$ cat src/timer_pkg.sv
// constants for the prescaled timer with capture, compare and pwm channels
// assumes a 32-bit ahb-lite slave port, one word per register
package timer_pkg;
   localparam int ADDR_W = 5;
   localparam int PRE_W  = 6;
   localparam int CNT_W  = 16;
   localparam int NCHAN  = 2;

   // register byte offsets
   localparam logic [4:0] OFS_TIMER_CTL = 5'h00;
   localparam logic [4:0] OFS_COUNT     = 5'h04;
   localparam logic [4:0] OFS_PERIOD    = 5'h08;
   localparam logic [4:0] OFS_CH0_CTL   = 5'h0c;
   localparam logic [4:0] OFS_CH0_VAL   = 5'h10;
   localparam logic [4:0] OFS_CH1_CTL   = 5'h14;
   localparam logic [4:0] OFS_CH1_VAL   = 5'h18;

   // timer_control_status bits
   localparam int TC_FLAG  = 7;
   localparam int TC_IE    = 6;
   localparam int TC_HALT  = 5;
   localparam int TC_CLEAR = 4;
   localparam int TC_DIV   = 0;

   // channel_control_status bits
   localparam int CC_FLAG  = 7;
   localparam int CC_IE    = 6;
   localparam int CC_MODEB = 5;
   localparam int CC_MODEA = 4;
   localparam int CC_EDGE  = 2;
   localparam int CC_TOV   = 1;
   localparam int CC_MAX   = 0;

   localparam logic [2:0]  DIV_MAX      = 3'h6;
   localparam logic [15:0] PERIOD_RESET = 16'hffff;
   localparam logic        HALT_RESET   = 1'b1;

   // edge_level_bits: capture edge or compare action
   localparam logic [1:0] EDGE_NONE  = 2'h0;
   localparam logic [1:0] ACT_TOGGLE = 2'h1;
   localparam logic [1:0] ACT_CLEAR  = 2'h2;
   localparam logic [1:0] ACT_SET    = 2'h3;
endpackage

$ cat src/timer_capture_compare_pwm.sv
// timer unit: prescaler, modulo counter, two capture/compare/pwm channels
// assumes an ahb-lite master on clock, pins asynchronous to clock
`timescale 1ns/1ps

// Functional notes
// - prescaler offers seven rates; three-bit select picks the counting rate
// - active pin edge in capture mode copies counter into channel value
// - capture edge chosen by the channel edge/level bits
// - capture or compare sets channel flag; enabled flag raises interrupt
// - compare match sets, clears or toggles pin per configured action
// - unbuffered value write acts at once; a passed value misses that period
// - link bit on channel 0 pairs channels onto channel 0 pin
// - channel 0 values lead; last written set takes over at overflow
// - linked: channel 0 control governs, channel 1 pin becomes plain io
// - toggle-on-overflow toggles pin at modulo, giving pwm period
// - pulse runs overflow to match; clear or set action picks polarity
// - modulo 00ff undivided gives 256-clock period; count 0..modulo
// - toggle-on-overflow off leaves pin idle, giving 0% duty
// - full-duty bit with toggle-on-overflow gives constant 100% duty
// - counter at modulo sets overflow flag, restarts from zero
// - select codes 0..6 divide by 1..64; code 7 never counts
// - self-clearing clear bit zeroes counter and prescaler only
module timer_capture_compare_pwm (
   input  wire logic        clock,
   input  wire logic        sys_rst,
   input  wire logic        hsel,
   input  wire logic [31:0] haddr,
   input  wire logic [1:0]  htrans,
   input  wire logic        hwrite,
   input  wire logic [2:0]  hsize,
   input  wire logic [31:0] hwdata,
   input  wire logic        hready,
   output logic      [31:0] hrdata,
   output logic             hreadyout,
   output logic             hresp,
   input  wire logic [1:0]  chan_pin_in,
   output logic      [1:0]  chan_pin_out,
   output logic      [1:0]  chan_pin_oe,
   output logic             overflow_irq,
   output logic      [1:0]  chan_irq
);
   localparam int N = timer_pkg::NCHAN;

   // bus data-phase state
   logic                     wr_q, wr_d;
   logic [timer_pkg::ADDR_W-1:0] wa_q, wa_d;
   logic [31:0]              rd_q, rd_d;
   // timer state
   logic [timer_pkg::PRE_W-1:0] pre_q, pre_d;
   logic [15:0]              cnt_q, cnt_d, period_q, period_d;
   logic [2:0]               div_q, div_d;
   logic                     halt_q, halt_d, ovie_q, ovie_d;
   logic                     tof_q, tof_d, tof_arm_q, tof_arm_d;
   // channel state
   logic [N-1:0][6:0]        cc_q, cc_d;
   logic [N-1:0][15:0]       val_q, val_d;
   logic [N-1:0]             chf_q, chf_d, chf_arm_q, chf_arm_d;
   logic [N-1:0]             pin_q, pin_d;
   logic [N-1:0]             sync1_q, sync2_q, prev_q;
   logic                     act_q, act_d, last_q, last_d;
   // combinational terms
   logic                     addr_ok, tick, ovf, clr, linked;
   logic [timer_pkg::PRE_W-1:0] mask;
   logic [15:0]              cnt_nx;
   logic [N-1:0]             cap, cmp, cap_ev, match;
   logic [N-1:0][15:0]       cmp_val;
   logic [N-1:0][1:0]        edge_sel;

   assign hrdata    = rd_q;
   assign hreadyout = 1'b1;
   assign hresp     = 1'b0;
   assign addr_ok   = hsel && htrans[1] && hready;
   assign linked    = cc_q[0][timer_pkg::CC_MODEB];

   always_comb begin
      logic wsel_ctl;
      wsel_ctl = wr_q && (wa_q == timer_pkg::OFS_TIMER_CTL);
      clr      = wsel_ctl && hwdata[timer_pkg::TC_CLEAR];
      // power-of-two divide: tick when the low prescaler bits are all ones
      mask   = timer_pkg::PRE_W'((7'h1 << div_q) - 7'h1);
      tick   = !halt_q && (div_q <= timer_pkg::DIV_MAX) && ((pre_q & mask) == mask);
      cnt_nx = (cnt_q == period_q) ? 16'h0000 : cnt_q + 16'h0001;
      ovf    = tick && (cnt_q == period_q);

      wr_d = addr_ok && hwrite;
      wa_d = addr_ok ? haddr[timer_pkg::ADDR_W-1:0] : wa_q;
      rd_d = rd_q;
      pre_d = halt_q ? pre_q : pre_q + timer_pkg::PRE_W'(1);
      cnt_d = tick ? cnt_nx : cnt_q;
      if (clr) begin
         pre_d = '0;
         cnt_d = '0;
      end
      period_d  = period_q;
      div_d     = div_q;
      halt_d    = halt_q;
      ovie_d    = ovie_q;
      tof_arm_d = tof_arm_q;
      cc_d      = cc_q;
      val_d     = val_q;
      chf_arm_d = chf_arm_q;
      last_d    = last_q;
      tof_d     = tof_q;

      // register writes in the data phase
      if (wsel_ctl) begin
         div_d     = hwdata[timer_pkg::TC_DIV +: 3];
         halt_d    = hwdata[timer_pkg::TC_HALT];
         ovie_d    = hwdata[timer_pkg::TC_IE];
         tof_arm_d = 1'b0;
         // two-step clear: only a write of zero after a read seeing the flag
         if (tof_arm_q && !hwdata[timer_pkg::TC_FLAG])
            tof_d = 1'b0;
      end
      if (ovf)
         tof_d = 1'b1;
      if (wr_q && wa_q == timer_pkg::OFS_PERIOD)
         period_d = hwdata[15:0];
      chf_d = chf_q;
      for (int i = 0; i < N; i++) begin
         if (wr_q && wa_q == (i == 0 ? timer_pkg::OFS_CH0_CTL : timer_pkg::OFS_CH1_CTL)) begin
            cc_d[i]      = hwdata[6:0];
            chf_arm_d[i] = 1'b0;
            if (chf_arm_q[i] && !hwdata[timer_pkg::CC_FLAG])
               chf_d[i] = 1'b0;
         end
         if (wr_q && wa_q == (i == 0 ? timer_pkg::OFS_CH0_VAL : timer_pkg::OFS_CH1_VAL)) begin
            val_d[i] = hwdata[15:0];
            last_d   = (i != 0);
         end
      end

      // register reads sampled in the address phase
      if (addr_ok && !hwrite) begin
         unique case (haddr[timer_pkg::ADDR_W-1:0])
            timer_pkg::OFS_TIMER_CTL: begin
               rd_d = {24'h0, tof_q, ovie_q, halt_q, 2'b00, div_q};
               tof_arm_d = tof_q;
            end
            timer_pkg::OFS_COUNT:  rd_d = {16'h0, cnt_q};
            timer_pkg::OFS_PERIOD: rd_d = {16'h0, period_q};
            timer_pkg::OFS_CH0_CTL: begin
               rd_d = {24'h0, chf_q[0], cc_q[0]};
               chf_arm_d[0] = chf_q[0];
            end
            timer_pkg::OFS_CH1_CTL: begin
               rd_d = {24'h0, chf_q[1], cc_q[1]};
               chf_arm_d[1] = chf_q[1];
            end
            timer_pkg::OFS_CH0_VAL: rd_d = {16'h0, val_q[0]};
            timer_pkg::OFS_CH1_VAL: rd_d = {16'h0, val_q[1]};
            default:                rd_d = 32'h0;
         endcase
      end

      // buffered pair: active set follows the last written set at overflow
      act_d = !linked ? 1'b0 : (ovf ? last_q : act_q);

      // channel behaviour
      for (int i = 0; i < N; i++) begin
         edge_sel[i] = cc_q[i][timer_pkg::CC_EDGE +: 2];
         if (i == 0) begin
            cmp[i] = cc_q[i][timer_pkg::CC_MODEB] | cc_q[i][timer_pkg::CC_MODEA];
            cap[i] = !cmp[i];
            cmp_val[i] = (linked && act_q) ? val_q[1] : val_q[0];
         end else begin
            // channel 1 is idle when paired with channel 0
            cmp[i] = cc_q[i][timer_pkg::CC_MODEA] && !linked;
            cap[i] = !cc_q[i][timer_pkg::CC_MODEA] && !linked;
            cmp_val[i] = val_q[i];
         end
         cap_ev[i] = cap[i] && ((edge_sel[i][0] && sync2_q[i] && !prev_q[i])
                     || (edge_sel[i][1] && !sync2_q[i] && prev_q[i]));
         match[i] = cmp[i] && tick && (cnt_nx == cmp_val[i]);
         if (cap_ev[i])
            val_d[i] = cnt_q;
         pin_d[i] = pin_q[i];
         if (cmp[i] && ovf && cc_q[i][timer_pkg::CC_TOV])
            pin_d[i] = !pin_q[i];
         // match after toggle so a zero width ends the pulse at once
         if (match[i]) begin
            unique case (edge_sel[i])
               timer_pkg::ACT_TOGGLE: pin_d[i] = !pin_d[i];
               timer_pkg::ACT_CLEAR:  pin_d[i] = 1'b0;
               timer_pkg::ACT_SET:    pin_d[i] = 1'b1;
               timer_pkg::EDGE_NONE:  pin_d[i] = pin_d[i];
            endcase
         end
         if (cmp[i] && cc_q[i][timer_pkg::CC_TOV] && cc_q[i][timer_pkg::CC_MAX])
            pin_d[i] = !edge_sel[i][0];
         if (cap_ev[i] || match[i])
            chf_d[i] = 1'b1;
      end
   end

   always_ff @(posedge clock) begin
      if (sys_rst) begin
         wr_q      <= 1'b0;
         wa_q      <= '0;
         rd_q      <= 32'h0;
         pre_q     <= '0;
         cnt_q     <= 16'h0;
         period_q  <= timer_pkg::PERIOD_RESET;
         div_q     <= 3'h0;
         halt_q    <= timer_pkg::HALT_RESET;
         ovie_q    <= 1'b0;
         tof_q     <= 1'b0;
         tof_arm_q <= 1'b0;
         cc_q      <= '0;
         val_q     <= '0;
         chf_q     <= '0;
         chf_arm_q <= '0;
         pin_q     <= '0;
         act_q     <= 1'b0;
         last_q    <= 1'b0;
      end else begin
         wr_q      <= wr_d;
         wa_q      <= wa_d;
         rd_q      <= rd_d;
         pre_q     <= pre_d;
         cnt_q     <= cnt_d;
         period_q  <= period_d;
         div_q     <= div_d;
         halt_q    <= halt_d;
         ovie_q    <= ovie_d;
         tof_q     <= tof_d;
         tof_arm_q <= tof_arm_d;
         cc_q      <= cc_d;
         val_q     <= val_d;
         chf_q     <= chf_d;
         chf_arm_q <= chf_arm_d;
         pin_q     <= pin_d;
         act_q     <= act_d;
         last_q    <= last_d;
      end
      // synchroniser keeps running through reset: no false edge after release
      sync1_q <= chan_pin_in;
      sync2_q <= sync1_q;
      prev_q  <= sync2_q;
   end

   assign chan_pin_out = pin_q;
   assign overflow_irq = tof_q && ovie_q;
   for (genvar g = 0; g < N; g++) begin : g_chan
      assign chan_pin_oe[g] = cmp[g] && (edge_sel[g] != timer_pkg::EDGE_NONE);
      assign chan_irq[g]    = chf_q[g] && cc_q[g][timer_pkg::CC_IE];
   end
endmodule

$ cat config.mk
export PLATFORM = sky130hd
export DESIGN_NAME = timer_capture_compare_pwm
export DESIGN_NICKNAME = d
export VERILOG_FILES = /design/src/timer_pkg.sv /design/src/timer_capture_compare_pwm.sv
export SDC_FILE = /design/constraint.sdc
export NUM_CORES = 1
export LEC_CHECK = 0
export ABC_AREA = 1
export BUFFER_PORTS_ARGS = -buffer_cell sky130_fd_sc_hd__buf_4
export CAP_MARGIN = 20
export CORE_ASPECT_RATIO = 2
export CORE_MARGIN = 10
export CORE_UTILIZATION = 40
export CTS_BUF_LIST = sky130_fd_sc_hd__clkbuf_16
export DETAILED_ROUTE_END_ITERATION = 7
export GPL_TIMING_DRIVEN = 0
export HOLD_SLACK_MARGIN = 0.15
export PLACE_DENSITY_LB_ADDON = 0.05
export SYNTH_ARGS = -nofsm -noshare
export SYNTH_HDL_FRONTEND = slang
export SYNTH_SLANG_ARGS = --single-unit
$ cat constraint.sdc
create_clock -name clock -period 4.5 [get_ports clock]
set_input_delay 0.9 -clock clock [delete_from_list [all_inputs] [get_ports clock]]
set_output_delay 0.9 -clock clock [all_outputs]
set_load 0.005 [all_outputs]
After elaboration in Yosys (flattened, before gate mapping)
Cells that the tools add are included.
{ "totals": {"in_bits": 76, "ff_bits": 143, "elab_cells": 174, "out_inout_bits": 41} }
{ "classes": {"n_eq_ne": 21, "mux": 34, "shift": 1, "n_addsub": 3, "n_lt_le_gt_ge": 1, "n_reduce_logical": 87, "bitwise": 3} }
{ "ops": {"columns": ["op", "n"], "rows": [
  ["one-hot mux 16 bit (7 select lines)", 1],
  ["two-way mux 16 bit", 6],
  ["equality test 16 bit", 3],
  ["logical AND 1 bit", 47],
  ["equality test 5 bit, second input constant", 6],
  ["two-way mux 1 bit", 24],
  ["nonzero test 2 bit", 11],
  ["equality test 5 x 4 -> 1 bit, second input constant", 4],
  ["adder 16 x 1 -> 16 bit, second input constant", 1],
  ["logical NOT 1 bit", 16],
  ["logical NOT 5 bit", 2],
  ["equality test 2 bit, second input constant", 4],
  ["one-hot mux 1 bit (4 select lines)", 2],
  ["adder 6 x 1 -> 6 bit, second input constant", 1],
  ["bitwise AND 6 bit", 1],
  ["equality test 6 bit", 1],
  ["AND reduction 2 bit", 3],
  ["left shift 1 x 3 -> 6 bit, first input constant", 1],
  ["subtractor 6 x 1 -> 6 bit, second input constant", 1],
  ["equality test 5 x 3 -> 1 bit, second input constant", 1],
  ["equality test 2 x 1 -> 1 bit, second input constant", 2],
  ["logical NOT 2 bit", 2],
  ["logical OR 1 bit", 4],
  ["OR reduction 2 bit", 2],
  ["4 further kinds", 4]
]} }

Logic depth before layout (Yosys ltp)
{ "depth": {"word_depth": 13, "depth_mapped": 20, "mapped_depth_nobuf": 19} }

Least setup slack after synthesis
Ideal clock, no wire load.
{ "synth_timing": {"path_type": "input to register", "startpoint": "input haddr[0]", "endpoint": "register rd_q[5] (netlist: hrdata[5])", "arrival_ps": 2294, "cell_stages": 9, "setup_time_ps": 70, "path_slack_ps": 2136, "required_ps": 4430, "path_buffers": 0, "path_cell_list": "nor2_1 nand3_1 nor2_1 clkinv_1 o22ai_1 a21oi_1 o221ai_1 o21ai_0 a21oi_1"} }
{ "synth_via": {"elab_chain_len": 2, "word_cells_on_any_way": 8, "classes_between": "eq/ne (6); mux (1); reduce/logical (1)"} }
{ "synth_lines": {"columns": ["item", "line_no", "rtl"], "rows": [
  ["from (decl)", "timer_capture_compare_pwm.sv:27", "input wire logic [31:0] haddr,"],
  ["equality test 5 bit (tied with other cells)", "timer_capture_compare_pwm.sv:135", "unique case (haddr[timer_pkg::ADDR_W-1:0])"],
  ["one-hot mux 16 bit (7 select lines) *", "timer_capture_compare_pwm.sv:135", null],
  ["to (signal assigned)", "timer_capture_compare_pwm.sv:219", "rd_q <= rd_d;"],
  ["to (decl)", "timer_capture_compare_pwm.sv:47", "logic [31:0] rd_q, rd_d;"]
]} }
Every way passes the cells marked *; elsewhere a longest branch is shown, timed or not.
A chain may end at the register's enable or synchronous reset.

Final worst setup path
{ "layout_timing": {"startpoint": "input haddr[0]", "endpoint": "register rd_q[6] (netlist: hrdata[6])"} }
The elaborated chain is that of the path after synthesis.

==> flow_summary.ini <==
[sta]
hold_viol = 0
fmax_mhz = 305
slew_viol_final = 0
skew_ns = 0.00927
slew_headroom_pct = 22.9
rsz0062_at_grt = no
setup_violations = 0
setup_slack_ns = 1.22
tightest_slew_ns = 1.15
final.setup.tns_ns = 0
period_share_pct = 73.0
period_needed_ns = 3.28

[grt]
overflow = 0
grt_pass1_wl_um = 45400
grt_max_degree = 17
grt_pass1_vias = 7746
grtUsageTotal_pct = 25.0
antenna_found_initial = 0

[floorplan]
die-area_um2 = 24300
boundaryPins = 117
die_y_um = 211
core_um2 = 17800
dieWidth_um = 115
start_util_pct = 40.8
rows = 69

[placement]
place_congestion = 0.985
hpwl_um = 24200
portBuffers = 50
preCtsSetupSlack_ns = 0.864

[clock_tree]
cts_made_buffers = 17
htreeDepth = 4
cts_resized = 0
clk_path_buf_depth = 2
clk_pin_slew_ns = 0.05
cts_hold_buf = 0
clock_latency_ns = 0.43
postCtsSetupBuffers = 0
cts_tree = built
clock-root-buffer = clkbuf_16
cts_sinks = 127

[synthesis]
synth_area_leader_cell = dfxtp_1
synth-warning-count = 0
yosys-top-cells-area = dfxtp_1 (35%), nand2_1 (15%), o21ai_0 (10%), a21oi_1 (7.9%), inv_1 (5.8%)
synthArstFlopShare_pct = 0
ys_ff_latch = 127
syn_inst = 1139
syn_area_um2 = 7260
synthDistinctLibCells = 42
yosysTopAreaCellShare_pct = 35.0
synthFlopType = dfxtp_1
synth_edf_count = 0
yosysSeqAreaShare_pct = 35.0
avgSynthCellArea_um2 = 6.37
synth_common_cells = nand2_1 (296), o21ai_0 (152), dfxtp_1 (127)
yosysMostFrequentCell = nand2_1

[run_status]
status = completed

[routing]
post-route-drc-count = 0
detail_route.wl_per_cell_um = 21.3
ant_nets = 0
drt-initial-drc-count = 587
drt_first_pass_iters = 6
vias_per_cell = 5.56
wirelength_um = 30900
via_count = 8046

[finish]
layout.nets = 1304
area_delta_synth_final_pct = 17.4
seq_area_um2 = 2540
antenna_cells = 0
layout-drive-gt1-share_pct = 11.3
multi_input_area_um2 = 3900
fillers = 1947

[pwr]
ir_worst_vdd_v = 0.000207
internal_power_uw = 2090
p_leak_uw = 0.00378
pwr-share-seq_pct = 42.0
pwr-share-clk_pct = 48.3
netSwitchingFraction_pct = 25.8
cellPowerDensity_nw_per_um2 = 330
p_sw_uw = 727
power_frac_comb_pct = 9.6

[worst_setup_path]
setup.worst_path.class = in2reg
worstPathMaxFanout = 10
required_ns = 4.85
critPathCaptureType = flop
start_kind = primary input
worst_ep_arrival_time_ns = 3.64

[min_path]
holdCritPathClass = reg2reg

[flow_run]
maxCapViolCount = 0
per-layer routing:
| metal | GRT usage [%] | vias to the layer above | share of wire (%) |
|---|---|---|---|
| li1 | - | 3877 | - |
| met1 | 23.5 | 3718 | 33 |
| met2 | 44.4 | 325 | 53 |
| met3 | 4.29 | 126 | 4.6 |
| met4 | 22.3 | 0 | 9.7 |
| met5 | 0 | - | 0 |
power groups by stage:
stage	registers (uW)	clock network, uW	logic, uW
5_1_grt	1190	1420	300
2_1_floorplan	1190	0	166
6_report	1180	1360	272
3_3_place_gp	1210	0	263
4_1_cts	1180	1370	266
3_5_place_dp	1210	0	265
metrics by stage:
step           utilization [%]  instance area [um^2]  hold WS, ns  power, uW  std cells
5_1_grt                   47.9                  8530        0.349       2900       1448
2_1_floorplan                -                  7320        0.310       1360       1155
3_5_place_dp              44.8                  7970        0.317       1470       1419
3_3_place_gp              44.8                  7960        0.322       1470       1418
6_report                  47.9                  8530        0.325       2820       1448
4_1_cts                   47.9                  8530        0.328       2820       1448
critical path: stages:
cell	delay, ns
buf_4	0.11
nor2_1	0.29
nand3_1	0.15
nor2_1	0.59
clkinv_1	0.58
o22ai_1	0.49
a21oi_1	0.10
o221ai_1	0.11
o21ai_0	0.14
a21oi_1	0.17
path summary, 6_finish.rpt:
path,start,end,slack (ns),cells past startpoint
max,haddr[0],hrdata[6],1.22,10
min,sync1_q[1],sync2_q[1],0.32,0
max reg2reg,cnt_q[1],chf_q[1],1.60,13
min reg2reg,sync1_q[1],sync2_q[1],0.32,0
cell type report:
class                           instances  share of cell area, %
Clock inverter                         12                   1.54
Timing Repair Buffer                   51                   4.49
Tap cell                              213                   3.13
Buffer                                 69                   4.46
Inverter                              132                   5.81
Multi-Input combinational cell        827                   45.8
Sequential cell                       127                   29.8
Clock buffer                           17                   4.99
sequential cells by signal (all words and copies together) (netlist names), 2 cells and up:
name and flops:
val_q 16, wa_q 5, chf_arm_q 2, sync2_q 2
cnt_q 16, pre_q 6, div_q 3, hrdata 16
cc_q 14, period_q 16, sync1_q 2, cmp_val 16
chan_pin_out 2, chf_q 2, prev_q 2
cells in the final DEF (no fill, tap or decap), types with 17 or more instances in the layout:
master and n:
nand3_1 60, clkbuf_16 17, conb_1 18, o21ai_0 152
dfxtp_1 127, buf_4 74, clkbuf_1 37, inv_1 115
nor2_1 87, a21oi_1 114, nand2_1 296
cells by family after synthesis:
kind of cell,count (synthesis),share of synthesized area (%)
adder cells (fa/ha/maj),3,0.517
other,2,0.103
flip-flops,127,35.0
AO/OA/AOI/OAI,307,22.6
XOR/XNOR,13,1.57
buffers and inverters,201,12.1
AND/OR/NAND/NOR,486,28.2
Power figures use the tool's default switching activity.
